<file path="src/hw/bus_sizer_pkg.sv">
// Package for the dynamic bus sizing and operand alignment block
// Assumes one system clock and an active-low asynchronous reset
package bus_sizer_pkg;
  localparam int ADDR_W = 24;
  // Remaining-size codes
  typedef enum logic [1:0] {
    LEN_LONG  = 2'b00,
    LEN_BYTE  = 2'b01,
    LEN_WORD  = 2'b10,
    LEN_THREE = 2'b11
  } len_t;
  // Acknowledge codes {hi, lo}, pins already synchronised
  localparam logic [1:0] ACK_WAIT  = 2'b11;
  localparam logic [1:0] ACK_PORT8 = 2'b10;
  localparam logic [1:0] ACK_PORT16 = 2'b01;
  localparam logic [1:0] ACK_RSVD  = 2'b00;
  localparam logic [2:0] SYNC_RESET = 3'h7;
  localparam logic [1:0] CNT_BYTE = 2'h1;
  localparam logic [1:0] CNT_WORD = 2'h2;
  typedef enum logic [1:0] {
    ST_IDLE = 2'b00,
    ST_BUS  = 2'b01,
    ST_DONE = 2'b10
  } state_t;
  // Operand request from the core side
  typedef struct packed {
    logic                 write;
    len_t                 len;
    logic [ADDR_W-1:0]    addr;
    logic [31:0]          data;
  } req_t;
  // Pin-side cycle outputs
  typedef struct packed {
    logic                 strobe;
    logic                 write;
    len_t                 len;
    logic [ADDR_W-1:0]    addr;
    logic [15:0]          data;
  } cyc_t;
endpackage

</file>
<file path="src/hw/bus_sizer.sv">
// Dynamic bus sizing: splits operands into 8/16-bit port cycles
// Assumes acknowledge pins arrive asynchronously; core request is synchronous
//
// What this block does
// - Act on wait, 8-bit, 16-bit, reserved acknowledge
// - Long read at 16 bits: latch, run again
// - Long read at 8 bits: four cycles
// - Move maximum; assume 16-bit port first
// - Operand byte 0 is most significant
// - Size code gives bytes still remaining
// - Codes 01 byte, 10 word, 11 three, 00 long
// - Address gives word base plus offset bit
// - Misaligned word or long refused
// - One aligned word per cycle, high first
// - Byte to 16-bit port: lane by offset
// - Wider 16-bit cycles: byte0 high, byte1 low
// - 8-bit cycles: byte0 high lane; low lane copies it only at odd address or byte size
// - Reads take only the operand lane
// - Three-byte code only mid long transfer
// - Long to 8-bit starts 00, offset 0
`timescale 1ns/1ps
module bus_sizer (
  input  wire logic                  REF_CLK,
  input  wire logic                  NRST,
  input  wire logic                  REQ_VALID,
  input  wire bus_sizer_pkg::req_t   REQ,
  output logic                       REQ_READY,
  output logic                       DONE,
  output logic                       ERR_ACK_RSVD,
  output logic                       ERR_MISALIGN,
  output logic [31:0]                RDATA,
  input  wire logic                  ACK_SIZE_HI,
  input  wire logic                  ACK_SIZE_LO,
  output bus_sizer_pkg::cyc_t        CYC,
  input  wire logic [15:0]           DATA_IN,
  output logic                       DATA_OE
);
  bus_sizer_pkg::state_t    state;
  bus_sizer_pkg::state_t    next_state;
  logic [2:0]               sync_hi;
  logic [2:0]               sync_lo;
  logic [1:0]               ack;
  logic [1:0]               ack_prev;
  logic                     ack_ok;
  logic                     write;
  logic                     next_write;
  bus_sizer_pkg::len_t      len;
  bus_sizer_pkg::len_t      next_len;
  logic [bus_sizer_pkg::ADDR_W-1:0] addr;
  logic [bus_sizer_pkg::ADDR_W-1:0] next_addr;
  logic [31:0]              wbuf;
  logic [31:0]              next_wbuf;
  logic [31:0]              rbuf;
  logic [31:0]              next_rbuf;
  logic [31:0]              next_rdata;
  logic                     next_done;
  logic                     next_err_rsvd;
  logic                     next_err_mis;
  logic                     first;
  logic                     next_first;
  logic [15:0]              lanes;
  logic [15:0]              next_lanes;
  logic [7:0]               rbyte;
  logic [1:0]               moved;

  // Acknowledge pins: three flops, change accepted when last two agree
  always_ff @(posedge REF_CLK or negedge NRST) begin
    if (!NRST) begin
      sync_hi  <= bus_sizer_pkg::SYNC_RESET;
      sync_lo  <= bus_sizer_pkg::SYNC_RESET;
      ack_prev <= bus_sizer_pkg::ACK_WAIT;
    end else begin
      sync_hi  <= {sync_hi[1:0], ACK_SIZE_HI};
      sync_lo  <= {sync_lo[1:0], ACK_SIZE_LO};
      ack_prev <= ack;
    end
  end

  always_comb begin
    ack = ack_prev;
    if (sync_hi[2] == sync_hi[1]) begin
      ack[1] = sync_hi[2];
    end
    if (sync_lo[2] == sync_lo[1]) begin
      ack[0] = sync_lo[2];
    end
  end

  // Only a fresh answer after wait ends the cycle; a stale code from the last cycle does not
  assign ack_ok = (state == bus_sizer_pkg::ST_BUS) && (ack != bus_sizer_pkg::ACK_WAIT)
                  && (ack_prev == bus_sizer_pkg::ACK_WAIT);

  // Lane placement for the pending bytes
  function automatic logic [15:0] place(input bus_sizer_pkg::len_t l, input logic off, input logic [31:0] b);
    logic [7:0] b0;
    logic [7:0] b1;
    b0 = b[31:24];
    b1 = b[23:16];
    if (l == bus_sizer_pkg::LEN_BYTE || off) begin
      place = {b0, b0};
    end else begin
      place = {b0, b1};
    end
  endfunction

  // Bytes moved and read byte chosen from the answered port width
  always_comb begin
    moved = bus_sizer_pkg::CNT_BYTE;
    rbyte = DATA_IN[15:8];
    if (ack == bus_sizer_pkg::ACK_PORT16 || ack == bus_sizer_pkg::ACK_RSVD) begin
      if (len != bus_sizer_pkg::LEN_BYTE && !addr[0]) begin
        moved = bus_sizer_pkg::CNT_WORD;
      end
      if (addr[0]) begin
        rbyte = DATA_IN[7:0];
      end
    end
  end

  always_comb begin
    next_state    = state;
    next_write    = write;
    next_len      = len;
    next_addr     = addr;
    next_wbuf     = wbuf;
    next_rbuf     = rbuf;
    next_rdata    = RDATA;
    next_done     = 1'b0;
    next_err_rsvd = 1'b0;
    next_err_mis  = 1'b0;
    next_first    = first;
    next_lanes    = lanes;
    case (state)
      bus_sizer_pkg::ST_IDLE: begin
        if (REQ_VALID) begin
          if (REQ.addr[0] && REQ.len != bus_sizer_pkg::LEN_BYTE) begin
            next_err_mis = 1'b1;
            next_done    = 1'b1;
          end else if (REQ.len == bus_sizer_pkg::LEN_THREE) begin
            // Three-byte request cannot open an operand
            next_done = 1'b1;
          end else begin
            next_state = bus_sizer_pkg::ST_BUS;
            next_write = REQ.write;
            next_len   = REQ.len;
            next_addr  = REQ.addr;
            next_first = 1'b1;
            // Operand left-justified, byte 0 at the top
            case (REQ.len)
              bus_sizer_pkg::LEN_BYTE:  next_wbuf = {REQ.data[7:0], 24'h000000};
              bus_sizer_pkg::LEN_WORD:  next_wbuf = {REQ.data[15:0], 16'h0000};
              bus_sizer_pkg::LEN_THREE: next_wbuf = {REQ.data[23:0], 8'h00};
              default:                  next_wbuf = REQ.data;
            endcase
            next_rbuf  = 32'h00000000;
            next_lanes = place(REQ.len, REQ.addr[0], next_wbuf);
          end
        end
      end
      bus_sizer_pkg::ST_BUS: begin
        if (ack_ok) begin
          next_first    = 1'b0;
          next_err_rsvd = (ack == bus_sizer_pkg::ACK_RSVD);
          if (moved == bus_sizer_pkg::CNT_WORD) begin
            next_rbuf = {rbuf[15:0], DATA_IN};
            next_wbuf = {wbuf[15:0], 16'h0000};
          end else begin
            next_rbuf = {rbuf[23:0], rbyte};
            next_wbuf = {wbuf[23:0], 8'h00};
          end
          next_addr = addr + {{(bus_sizer_pkg::ADDR_W-2){1'b0}}, moved};
          next_len  = bus_sizer_pkg::len_t'(len - moved);
          if (len == bus_sizer_pkg::len_t'(moved)) begin
            next_state = bus_sizer_pkg::ST_DONE;
            next_rdata = (moved == bus_sizer_pkg::CNT_WORD) ? {rbuf[15:0], DATA_IN} : {rbuf[23:0], rbyte};
          end
          next_lanes = place(next_len, next_addr[0], next_wbuf);
        end
      end
      bus_sizer_pkg::ST_DONE: begin
        next_done  = 1'b1;
        next_state = bus_sizer_pkg::ST_IDLE;
      end
      default: next_state = bus_sizer_pkg::ST_IDLE;
    endcase
  end

  always_ff @(posedge REF_CLK or negedge NRST) begin
    if (!NRST) begin
      state        <= bus_sizer_pkg::ST_IDLE;
      write        <= 1'b0;
      len          <= bus_sizer_pkg::LEN_LONG;
      addr         <= '0;
      wbuf         <= 32'h00000000;
      rbuf         <= 32'h00000000;
      RDATA        <= 32'h00000000;
      DONE         <= 1'b0;
      ERR_ACK_RSVD <= 1'b0;
      ERR_MISALIGN <= 1'b0;
      first        <= 1'b0;
      lanes        <= 16'h0000;
    end else begin
      state        <= next_state;
      write        <= next_write;
      len          <= next_len;
      addr         <= next_addr;
      wbuf         <= next_wbuf;
      rbuf         <= next_rbuf;
      RDATA        <= next_rdata;
      DONE         <= next_done;
      ERR_ACK_RSVD <= next_err_rsvd;
      ERR_MISALIGN <= next_err_mis;
      first        <= next_first;
      lanes        <= next_lanes;
    end
  end

  assign REQ_READY  = (state == bus_sizer_pkg::ST_IDLE);
  assign CYC.strobe = (state == bus_sizer_pkg::ST_BUS);
  assign CYC.write  = write;
  assign CYC.len    = len;
  assign CYC.addr   = addr;
  assign CYC.data   = lanes;
  assign DATA_OE    = (state == bus_sizer_pkg::ST_BUS) && write;

  // Three-byte code never opens an operand
  property p_three_mid;
    @(posedge REF_CLK) disable iff (!NRST)
      (CYC.strobe && first) |-> (CYC.len != bus_sizer_pkg::LEN_THREE);
  endproperty
  a_three_mid: assert property (p_three_mid) else $error("three-byte code on first cycle");

  property p_wait_holds;
    @(posedge REF_CLK) disable iff (!NRST)
      (CYC.strobe && ack == bus_sizer_pkg::ACK_WAIT) |=> (CYC.strobe && $stable(CYC.addr) && $stable(CYC.len));
  endproperty
  a_wait_holds: assert property (p_wait_holds) else $error("cycle moved during wait");

  property p_step8;
    @(posedge REF_CLK) disable iff (!NRST)
      (ack_ok && ack == bus_sizer_pkg::ACK_PORT8 && CYC.len != bus_sizer_pkg::LEN_BYTE)
        |=> (CYC.addr == $past(CYC.addr) + 24'h000001);
  endproperty
  a_step8: assert property (p_step8) else $error("8-bit step wrong");

  property p_len8;
    @(posedge REF_CLK) disable iff (!NRST)
      (ack_ok && ack == bus_sizer_pkg::ACK_PORT8 && CYC.len != bus_sizer_pkg::LEN_BYTE)
        |=> (CYC.len == bus_sizer_pkg::len_t'($past(CYC.len) - 2'b01));
  endproperty
  a_len8: assert property (p_len8) else $error("8-bit size code not lowered by one");

  property p_step16;
    @(posedge REF_CLK) disable iff (!NRST)
      (ack_ok && ack != bus_sizer_pkg::ACK_PORT8 && CYC.len != bus_sizer_pkg::LEN_BYTE && !CYC.addr[0])
        |=> (CYC.addr == $past(CYC.addr) + 24'h000002);
  endproperty
  a_step16: assert property (p_step16) else $error("16-bit step wrong");

  property p_stale;
    @(posedge REF_CLK) disable iff (!NRST)
      (CYC.strobe && ack_prev != bus_sizer_pkg::ACK_WAIT) |=> (CYC.strobe && $stable(CYC.addr));
  endproperty
  a_stale: assert property (p_stale) else $error("cycle ended by stale acknowledge");

  property p_byte_last;
    @(posedge REF_CLK) disable iff (!NRST)
      (ack_ok && CYC.len == bus_sizer_pkg::LEN_BYTE) |=> (!CYC.strobe ##1 DONE);
  endproperty
  a_byte_last: assert property (p_byte_last) else $error("operand not ended after last byte");

  property p_long16;
    @(posedge REF_CLK) disable iff (!NRST)
      (ack_ok && CYC.len == bus_sizer_pkg::LEN_LONG && ack == bus_sizer_pkg::ACK_PORT16)
        |=> (CYC.strobe && CYC.len == bus_sizer_pkg::LEN_WORD);
  endproperty
  a_long16: assert property (p_long16) else $error("long at 16 bits not followed by word");

  property p_mis;
    @(posedge REF_CLK) disable iff (!NRST)
      (REQ_READY && REQ_VALID && REQ.addr[0] && REQ.len != bus_sizer_pkg::LEN_BYTE) |=> (ERR_MISALIGN && !CYC.strobe);
  endproperty
  a_mis: assert property (p_mis) else $error("misaligned operand started");

  property p_rsvd;
    @(posedge REF_CLK) disable iff (!NRST)
      (ack_ok && ack == bus_sizer_pkg::ACK_RSVD) |=> ERR_ACK_RSVD;
  endproperty
  a_rsvd: assert property (p_rsvd) else $error("reserved code not flagged");

  property p_lane_hi;
    @(posedge REF_CLK) disable iff (!NRST)
      (CYC.strobe && CYC.write) |-> (CYC.data[15:8] == wbuf[31:24]);
  endproperty
  a_lane_hi: assert property (p_lane_hi) else $error("byte 0 not on upper lane");

  property p_lane_lo;
    @(posedge REF_CLK) disable iff (!NRST)
      (CYC.strobe && CYC.write && CYC.len != bus_sizer_pkg::LEN_BYTE && !CYC.addr[0])
        |-> (CYC.data[7:0] == wbuf[23:16]);
  endproperty
  a_lane_lo: assert property (p_lane_lo) else $error("byte 1 not on lower lane");
endmodule

</file>
<file path="config.mk">
export PLATFORM = sky130hd
export DESIGN_NAME = bus_sizer
export DESIGN_NICKNAME = d
export VERILOG_FILES = /design/src/hw/bus_sizer_pkg.sv /design/src/hw/bus_sizer.sv
export SDC_FILE = /design/constraint.sdc
export NUM_CORES = 1
export LEC_CHECK = 0
export BUFFER_PORTS_ARGS = -buffer_cell sky130_fd_sc_hd__buf_2
export CAP_MARGIN = 20
export CORE_MARGIN = 2
export CORE_UTILIZATION = 50
export CTS_CLUSTER_SIZE = 30
export DETAILED_ROUTE_END_ITERATION = 8
export GPL_ROUTABILITY_DRIVEN = 0
export PLACE_DENSITY = 0.72
export SLEW_MARGIN = 10
export SYNTH_ARGS = -nofsm -noshare
export SYNTH_HDL_FRONTEND = slang
export SYNTH_SLANG_ARGS = --single-unit
</file>
<file path="constraint.sdc">
create_clock -name REF_CLK -period 6.6 [get_ports REF_CLK]
set_input_delay 0.66 -clock REF_CLK [delete_from_list [all_inputs] [get_ports REF_CLK]]
set_output_delay 0.66 -clock REF_CLK [all_outputs]
set_load 0.1 [all_outputs]
</file>
==> metrics.log, run 1 <==
INFO  metric first_pass_grt_wire_length = 30.3 mm
INFO  metric cp-startpoint = ack_prev[1]
INFO  metric reg2reg_from = ack_prev[1]
INFO  metric cts_num_sinks = 136
INFO  metric yosys.area_share.simple = 16.6%
INFO  metric min_delay_path_class = primary input to asynchronous set/reset pin
INFO  metric timing.final.crit_share = 60.9%
INFO  metric xor_xnor_share_of_the_synthesized_area = 0.373%
INFO  metric crit_path_end_kind = register
INFO  metric initial_utilization = 50.9%
INFO  metric ys_seq_elements = 136
INFO  metric synth.mux.area_fraction = 6.67%
INFO  metric clockRootBuffer = sky130_fd_sc_hd__clkbuf_16
INFO  metric drive_above_1_share = 24.6%
INFO  metric fmaxAchievable = 0.249 GHz
INFO  metric worst-endpoint-required = 6940 ps
INFO  metric synth-compound-area-share = 21.5%
INFO  metric rsz0062_at_grt = no
INFO  metric final_max_slew_viol_count = 0
INFO  metric overflow = 0
INFO  metric critical_path.slowest_cell = sky130_fd_sc_hd__clkinv_2
INFO  metric r2r-end = addr[19]
INFO  metric avg_vias_per_cell = 5.85
INFO  metric design.final.nets = 993
INFO  metric worst_setup_path_class = register to register
INFO  metric period_minus_slack = 4020 ps
INFO  metric worst-r2r-cell-count = 9
INFO  metric cts_inserted_buffers = 17
INFO  metric die_y = 123 µm
INFO  metric ys_warns = 0
INFO  metric io_buffer_count = 160
INFO  metric first_pass_iters = 4
INFO  metric worst_setup_path_start_kind = register
INFO  metric cts_resized = 0
INFO  metric cts_setup_buffers = 0
INFO  metric fp-row-count = 43
INFO  metric dieArea = 15,000 µm²
INFO  metric n_antenna_cell = 0
INFO  metric avgRoutedWirePerCell = 17.5 µm
INFO  metric area_growth = 21.3%
INFO  metric layout.cells.most_common = sky130_fd_sc_hd__buf_2
INFO  metric pin_count = 161
INFO  metric synthesis.instances = 778
INFO  metric yosys.area_share.adder = 1.37%
INFO  metric syn_nets = 864
INFO  metric clk_transition_reported_paths = 60 ps
INFO  metric max_cap_viol = 0
INFO  metric grt_pass1_vias = 5,983
INFO  metric hpwlAfterDp = 12.3 mm
INFO  metric drt_wl_total = 19.3 mm
INFO  metric worstPathArrival = 4360 ps
INFO  metric drt.antenna.violating_nets = 0
INFO  metric violation_count_after_the_first_detailed_routing_iteration = 536
INFO  metric multiInputGateArea = 3290 µm²
INFO  metric grt_antenna_before_repair = 0
INFO  metric ctsLongestPathBuffers = 2
INFO  metric cts_tree = built
INFO  metric drc = 0
INFO  metric fin_tns_setup = 0 ps
INFO  metric post_synth.cell_area_avg = 9.04 µm²
INFO  metric hold_violations = 0
INFO  metric number_of_enable_type_register_cells_in_the_synthesized_netlist = 0
INFO  metric slew-limit-headroom = 41.1%
INFO  metric regToRegSetupSlack = 2580 ps
INFO  metric layout.cells.most_common_list = sky130_fd_sc_hd__buf_2, sky130_fd_sc_hd__nand2_1, sky130_fd_sc_hd__dfrtp_1
INFO  metric global_route.usage.total = 26.1%
INFO  metric syn_area = 7040 µm²
INFO  metric postSynth.asyncResetShare = 100%
INFO  metric count_of_hold_fix_buffers_inserted_at_cts = 0
INFO  metric clk_latency = 420 ps
INFO  metric worstPathCellList = maj3_2, or3_4, clkinv_2, ha_1, a21o_1, nand4_1, or4_1, a21oi_1, a2bb2oi_1
INFO  metric critPathCapture = addr[19]
INFO  metric filler_cell_count = 1,206
INFO  metric share_of_the_yosys_chip_area_belonging_to_registers = 48.5%
INFO  metric h_tree_level_count = 4
INFO  metric timing.clock.skew = 9.28 ps
INFO  metric via_count = 6,439
INFO  metric outcome = complete, no violations
INFO  metric yosys.cell_types.count = 61
INFO  metric fp.dieW = 123 µm
INFO  metric postSynth.topFlopCell = sky130_fd_sc_hd__dfrtp_1
INFO  metric final-seq-area = 3410 µm²
INFO  metric grt_max_degree = 71
INFO  metric worst_path_largest_cell_delay = 680 ps
INFO  metric coreArea = 13,800 µm²
INFO  metric crit_path_max_fanout = 40
INFO  metric finalSetupViolations = 0
INFO  metric tightest_slew = 883 ps
INFO  metric main_combinational_cell_family_by_area_after_synthesis = compound AO/OA/AOI/OAI gates
layout make-up:
class / count / share of cell area [%]
sequential: 136 / 40.0
clock buffer: 20 / 5.35
clock inverter: 12 / 1.94
tap: 180 / 2.64
inverter: 14 / 0.630
timing repair buffer: 171 / 10.9
multi-input combinational: 567 / 38.5
worst min path at each step:
| stage | from | endpoint | slack (ps) | cells past startpoint |
|---|---|---|---|---|
| finish | NRST | addr[10] | 220 | 1 |
| floorplan | sync_hi[0] | sync_hi[1] | 350 | 0 |
| global route | NRST | addr[6] | 260 | 1 |
| global placement | sync_lo[0] | sync_lo[1] | 350 | 0 |
| CTS | NRST | addr[10] | 250 | 1 |
| detailed placement | sync_hi[0] | sync_hi[1] | 350 | 0 |
stage by stage:
stage                     util [%]  worst slack, ps  hold slack, ps  instances  area [µm²]
after floorplan                  -             2940             345        778        7040
after global placement        56.7             2800             346       1065        7850
after detailed placement      56.7             2720             349       1065        7850
after CTS                     61.2             2650             245       1097        8470
after global routing          61.7             2290             265       1100        8530
final                         61.7             2580             220       1100        8530
state kept, by name, summed over array words and instances, names as in the netlist:
register / flops
write: 1
ack_prev: 2
DONE: 1
sync_lo: 3
ERR_MISALIGN: 1
ERR_ACK_RSVD: 1
wbuf: 24
len: 2
addr: 24
rbuf: 24
sync_hi: 3
state: 2
lanes: 16
RDATA: 32
synth_stat cells (5+ instances only):
cell type	number	area share [%]
sky130_fd_sc_hd__nor2_1	66	3.5
sky130_fd_sc_hd__mux2_1	10	1.6
sky130_fd_sc_hd__a21oi_1	58	4.1
sky130_fd_sc_hd__clkbuf_1	34	1.8
sky130_fd_sc_hd__o21ai_0	70	5.0
sky130_fd_sc_hd__nor3_1	6	0.43
sky130_fd_sc_hd__ha_1	6	1.1
sky130_fd_sc_hd__dfrtp_1	128	46
sky130_fd_sc_hd__dfstp_2	8	3.0
sky130_fd_sc_hd__o22ai_1	6	0.53
sky130_fd_sc_hd__mux2_2	5	0.80
sky130_fd_sc_hd__nand3_1	16	1.1
sky130_fd_sc_hd__a31oi_1	29	2.6
sky130_fd_sc_hd__o211ai_1	23	2.5
sky130_fd_sc_hd__mux2i_1	30	4.3
sky130_fd_sc_hd__a22oi_1	10	1.1
sky130_fd_sc_hd__nand4_1	16	1.4
sky130_fd_sc_hd__inv_1	12	0.64
sky130_fd_sc_hd__o21ai_1	5	0.36
sky130_fd_sc_hd__nand2_1	132	7.0
sky130_fd_sc_hd__nor4_1	8	0.71
sky130_fd_sc_hd__o21a_1	10	1.1
sky130_fd_sc_hd__buf_2	17	1.2
sky130_fd_sc_hd__a32oi_1	9	1.1
layer usage:
layer | vias to the layer above | wire length (µm) | global-route usage [%]
li1 | 3068 | - | -
met1 | 3087 | 8460 | 35.2
met2 | 243 | 9010 | 40.8
met3 | 41 | 1260 | 5.16
met4 | 0 | 525 | 11.6
met5 | - | 0 | 0
critical path, delay by kind of cell, from the launching register on:
| kind | cells | cell delay (ps) |
|---|---|---|
| and+or+nand+nor | 3 | 1210 |
| DFF | 1 | 540 |
| buffers and inverters | 1 | 680 |
| adders and majority gates | 2 | 920 |
| AOI/OAI and AO/OA | 3 | 590 |
kinds of logic after synthesis:
group           count (synthesis)
mux                            45
xor+xnor                        3
compound gates                246
simple gates                  265
flops                         136
fa+ha+maj                       8
buf+inv                        75
Power of run 1 is not shown: default switching activity piles up to over one toggle a cycle in this logic, so the estimate is an artifact.
==> run 2: changes to the inputs <==
--- a/config.mk
+++ b/config.mk
@@ -5,6 +5,7 @@
 export SDC_FILE = /design/constraint.sdc
 export NUM_CORES = 1
 export LEC_CHECK = 0
+export ABC_AREA = 1
 export BUFFER_PORTS_ARGS = -buffer_cell sky130_fd_sc_hd__buf_2
 export CAP_MARGIN = 20
 export CORE_MARGIN = 2
==> constraint.sdc (replaced) <==
create_clock -name REF_CLK -period 3.7 [get_ports REF_CLK]
set_input_delay 0.37 -clock REF_CLK [delete_from_list [all_inputs] [get_ports REF_CLK]]
set_output_delay 0.37 -clock REF_CLK [all_outputs]
set_load 0.1 [all_outputs]
==> run 2 against run 1 <==
Against the previous run:
- design area rose by 2.1%
- fmax grew 43%
- non-clock buffer count grew 5
- largest cell class unchanged
- count of clock-buffer cells in the layout down 1
- area after synthesis rose by 2.3%
- first-iteration DRC count is 30% higher
==> metrics.log, run 2 <==
INFO  metric cts_setup_buffers = 0 (unchanged)
INFO  metric multiInputGateArea = 3230 µm² (-1.8%)
INFO  metric cts_tree = built
INFO  metric fmaxAchievable = 0.355 GHz (+43%)
INFO  metric initial_utilization = 51.5% (+0.58 points)
INFO  metric postSynth.topFlopCell = sky130_fd_sc_hd__dfrtp_1
INFO  metric grt_antenna_before_repair = 0 (unchanged)
INFO  metric xor_xnor_share_of_the_synthesized_area = 0.973% (+0.60 points)
INFO  metric grt_max_degree = 91 (+28%)
INFO  metric min_delay_path_class = primary input to asynchronous set/reset pin
INFO  metric crit_path_end_kind = register
INFO  metric timing.final.crit_share = 76.2% (+15 points)
INFO  metric syn_area = 7200 µm² (+2.3%)
INFO  metric clk_transition_reported_paths = 60 ps (about the same)
INFO  metric postSynth.asyncResetShare = 100% (unchanged)
INFO  metric worst_setup_path_class = register to register
INFO  metric global_route.usage.total = 26.5% (+0.43 points)
INFO  metric overflow = 0 (unchanged)
INFO  metric ctsLongestPathBuffers = 2 (unchanged)
INFO  metric synth_most_common_cell = sky130_fd_sc_hd__nand2_1
INFO  metric worstPathArrival = 3120 ps (-1240 ps)
INFO  metric via_count = 6,764 (+5.0%)
INFO  metric design.final.nets = 1,149 (+16%)
INFO  metric clockRootBuffer = sky130_fd_sc_hd__clkbuf_16
INFO  metric hpwlAfterDp = 13.7 mm (+11%)
INFO  metric drt_wl_total = 19.6 mm (+1.6%)
INFO  metric netlist_top_cells_count = sky130_fd_sc_hd__nand2_1, sky130_fd_sc_hd__dfrtp_1, sky130_fd_sc_hd__o21ai_0
INFO  metric main_combinational_cell_family_by_area_after_synthesis = simple AND/OR/NAND/NOR gates
INFO  metric avg_vias_per_cell = 5.39 (-8.0%)
INFO  metric regMostFlops = RDATA
INFO  metric synth.mux.area_fraction = 1.13% (-5.5 points)
INFO  metric finalSetupViolations = 0 (unchanged)
INFO  metric n_antenna_cell = 0 (unchanged)
INFO  metric hold_violations = 0 (unchanged)
INFO  metric layout.cells.most_common_list = sky130_fd_sc_hd__nand2_1, sky130_fd_sc_hd__buf_2, sky130_fd_sc_hd__dfrtp_1
INFO  metric outcome = complete, no violations
INFO  metric cts_resized = 0 (unchanged)
INFO  metric avgRoutedWirePerCell = 15.6 µm (-11%)
INFO  metric final-seq-area = 3410 µm² (unchanged)
INFO  metric worst_setup_path_start_kind = register
INFO  metric number_of_enable_type_register_cells_in_the_synthesized_netlist = 0 (unchanged)
INFO  metric first_pass_grt_wire_length = 31.6 mm (+4.2%)
INFO  metric slew-limit-headroom = 45.2% (+4.1 points)
INFO  metric area_growth = 21.0%
INFO  metric share_of_the_yosys_chip_area_belonging_to_registers = 47.4% (-1.1 points)
INFO  metric worst-r2r-cell-count = 14 (+5)
INFO  metric clk_latency = 420 ps (about the same)
INFO  metric timing.clock.skew = 8.31 ps (-0.973 ps)
INFO  metric largest_register_ff_count = 32 (unchanged)
INFO  metric layout.cells.most_common = sky130_fd_sc_hd__nand2_1
INFO  metric fp.dieW = 124 µm (+1.1%)
INFO  metric pin_count = 161 (unchanged)
INFO  metric rsz0062_at_grt = no
INFO  metric coreArea = 14,000 µm² (+1.2%)
INFO  metric tightest_slew = 821 ps (-61.5 ps)
INFO  metric yosys.area_share.simple = 23.1% (+6.5 points)
INFO  metric drt.antenna.violating_nets = 0 (unchanged)
INFO  metric fin_tns_setup = 0 ps (unchanged)
INFO  metric filler_cell_count = 1,305 (+8.2%)
INFO  metric die_y = 124 µm (+1.1%)
INFO  metric ys_seq_elements = 136 (unchanged)
INFO  metric ys_warns = 0 (unchanged)
INFO  metric period_minus_slack = 2820 ps (-1200 ps)
INFO  metric count_of_hold_fix_buffers_inserted_at_cts = 0 (unchanged)
INFO  metric io_buffer_count = 160 (unchanged)
INFO  metric synth_area_leaders = sky130_fd_sc_hd__dfrtp_1, sky130_fd_sc_hd__nand2_1, sky130_fd_sc_hd__o21ai_0, sky130_fd_sc_hd__nand3_1, sky130_fd_sc_hd__a21oi_1
INFO  metric drc = 0 (unchanged)
INFO  metric yosys.area_share.adder = 1.04% (-0.33 points)
INFO  metric synth.top_cell.area_share = 44.5% (-1.0 points)
INFO  metric synth.largest_area_cell = sky130_fd_sc_hd__dfrtp_1
INFO  metric max_cap_viol = 0 (unchanged)
INFO  metric syn_nets = 1,009 (+17%)
INFO  metric synthesis.instances = 923 (+19%)
INFO  metric post_synth.cell_area_avg = 7.80 µm² (-14%)
INFO  metric cts_num_sinks = 136 (unchanged)
INFO  metric violation_count_after_the_first_detailed_routing_iteration = 699 (+30%)
INFO  metric fp-row-count = 43 (unchanged)
INFO  metric worst-endpoint-required = 4000 ps (-2940 ps)
INFO  metric synth-compound-area-share = 18.5% (-2.9 points)
INFO  metric cts_inserted_buffers = 17 (unchanged)
INFO  metric crit_path_max_fanout = 23 (-43%)
INFO  metric final_max_slew_viol_count = 0 (unchanged)
INFO  metric yosys.cell_types.count = 44 (-28%)
INFO  metric grt_pass1_vias = 6,342 (+6.0%)
INFO  metric drive_above_1_share = 22.9% (-1.7 points)
INFO  metric dieArea = 15,400 µm² (+2.2%)
INFO  metric first_pass_iters = 5 (+1)
INFO  metric h_tree_level_count = 4 (unchanged)
INFO  metric utilization = 62.3% (+0.55 points)
==> run 2: changes by cell type after synthesis, sizes merged, moves of 19 or more <==
| cell | delta |
|---|---|
| nand2 | +84 |
| inv | +63 |
| nand3 | +53 |
| o21ai | +34 |
| mux2i | -23 |
| o211ai | -20 |
| a31oi | -19 |
==> run 2: layer usage <==
layer	vias up	part of all wire (%)	GRT usage (%)
li1	3352	-	-
met1	3132	47	38.3
met2	254	44	40.1
met3	26	7.0	5.04
met4	0	1.8	9.06
met5	-	0	0
==> run 2: final cells by class <==
class	count	area share, %
clock inverter	13	1.68
inverter	80	3.45
sequential	136	39.2
timing repair buffer	176	11.0
multi-input combinational	652	37.1
clock buffer	19	5.08
tap	180	2.59
==> run 2: logic make-up (layout without fill, tap and decap cells) <==
group / after synthesis / count (layout)
and+or+nand+nor: 392 / 392
AOI/OAI and AO/OA: 238 / 238
DFF: 136 / 136
buffers and inverters: 135 / 288
xor gates and xnor gates: 8 / 8
muxes: 8 / 8
adders and majority gates: 6 / 6
==> run 2: path summary, 6_finish.rpt <==
kind	from	end	slack [ps]
hold / removal	NRST	DONE	30
max in group asynchronous	NRST	RDATA[3]	2820
setup / recovery	ack_prev[1]	addr[21]	880
setup reg to reg	ack_prev[1]	addr[21]	880
min in group REF_CLK	ACK_SIZE_LO	sync_lo[0]	50
hold reg to reg	sync_lo[0]	sync_lo[1]	350
==> run 2: worst max-delay path, stage by stage, from the launching register on <==
cell,delay [ps]
sky130_fd_sc_hd__dfstp_2,540
sky130_fd_sc_hd__nand2_1,50
sky130_fd_sc_hd__nand2_1,50
sky130_fd_sc_hd__nand2_1,120
sky130_fd_sc_hd__nand2_2,370
sky130_fd_sc_hd__clkinv_1,170
sky130_fd_sc_hd__ha_1,340
sky130_fd_sc_hd__nand3_1,80
sky130_fd_sc_hd__nand2_1,210
sky130_fd_sc_hd__nand3_1,170
sky130_fd_sc_hd__nor3_1,240
sky130_fd_sc_hd__or2_2,150
sky130_fd_sc_hd__nand3_1,60
sky130_fd_sc_hd__nand2_1,80
sky130_fd_sc_hd__o21ai_0,70
==> run 2: through the flow <==
step | hold slack, ps | cells | worst slack (ps) | cell area, µm²
after global placement | 348 | 1224 | 1030 | 8120
after CTS | 38.8 | 1256 | 883 | 8710
after floorplan | 74.4 | 923 | 642 | 7200
final | 33.8 | 1256 | 882 | 8710
after global routing | 36.7 | 1256 | 533 | 8710
after detailed placement | 351 | 1224 | 906 | 8120
Power of run 2 is left out for the same reason.
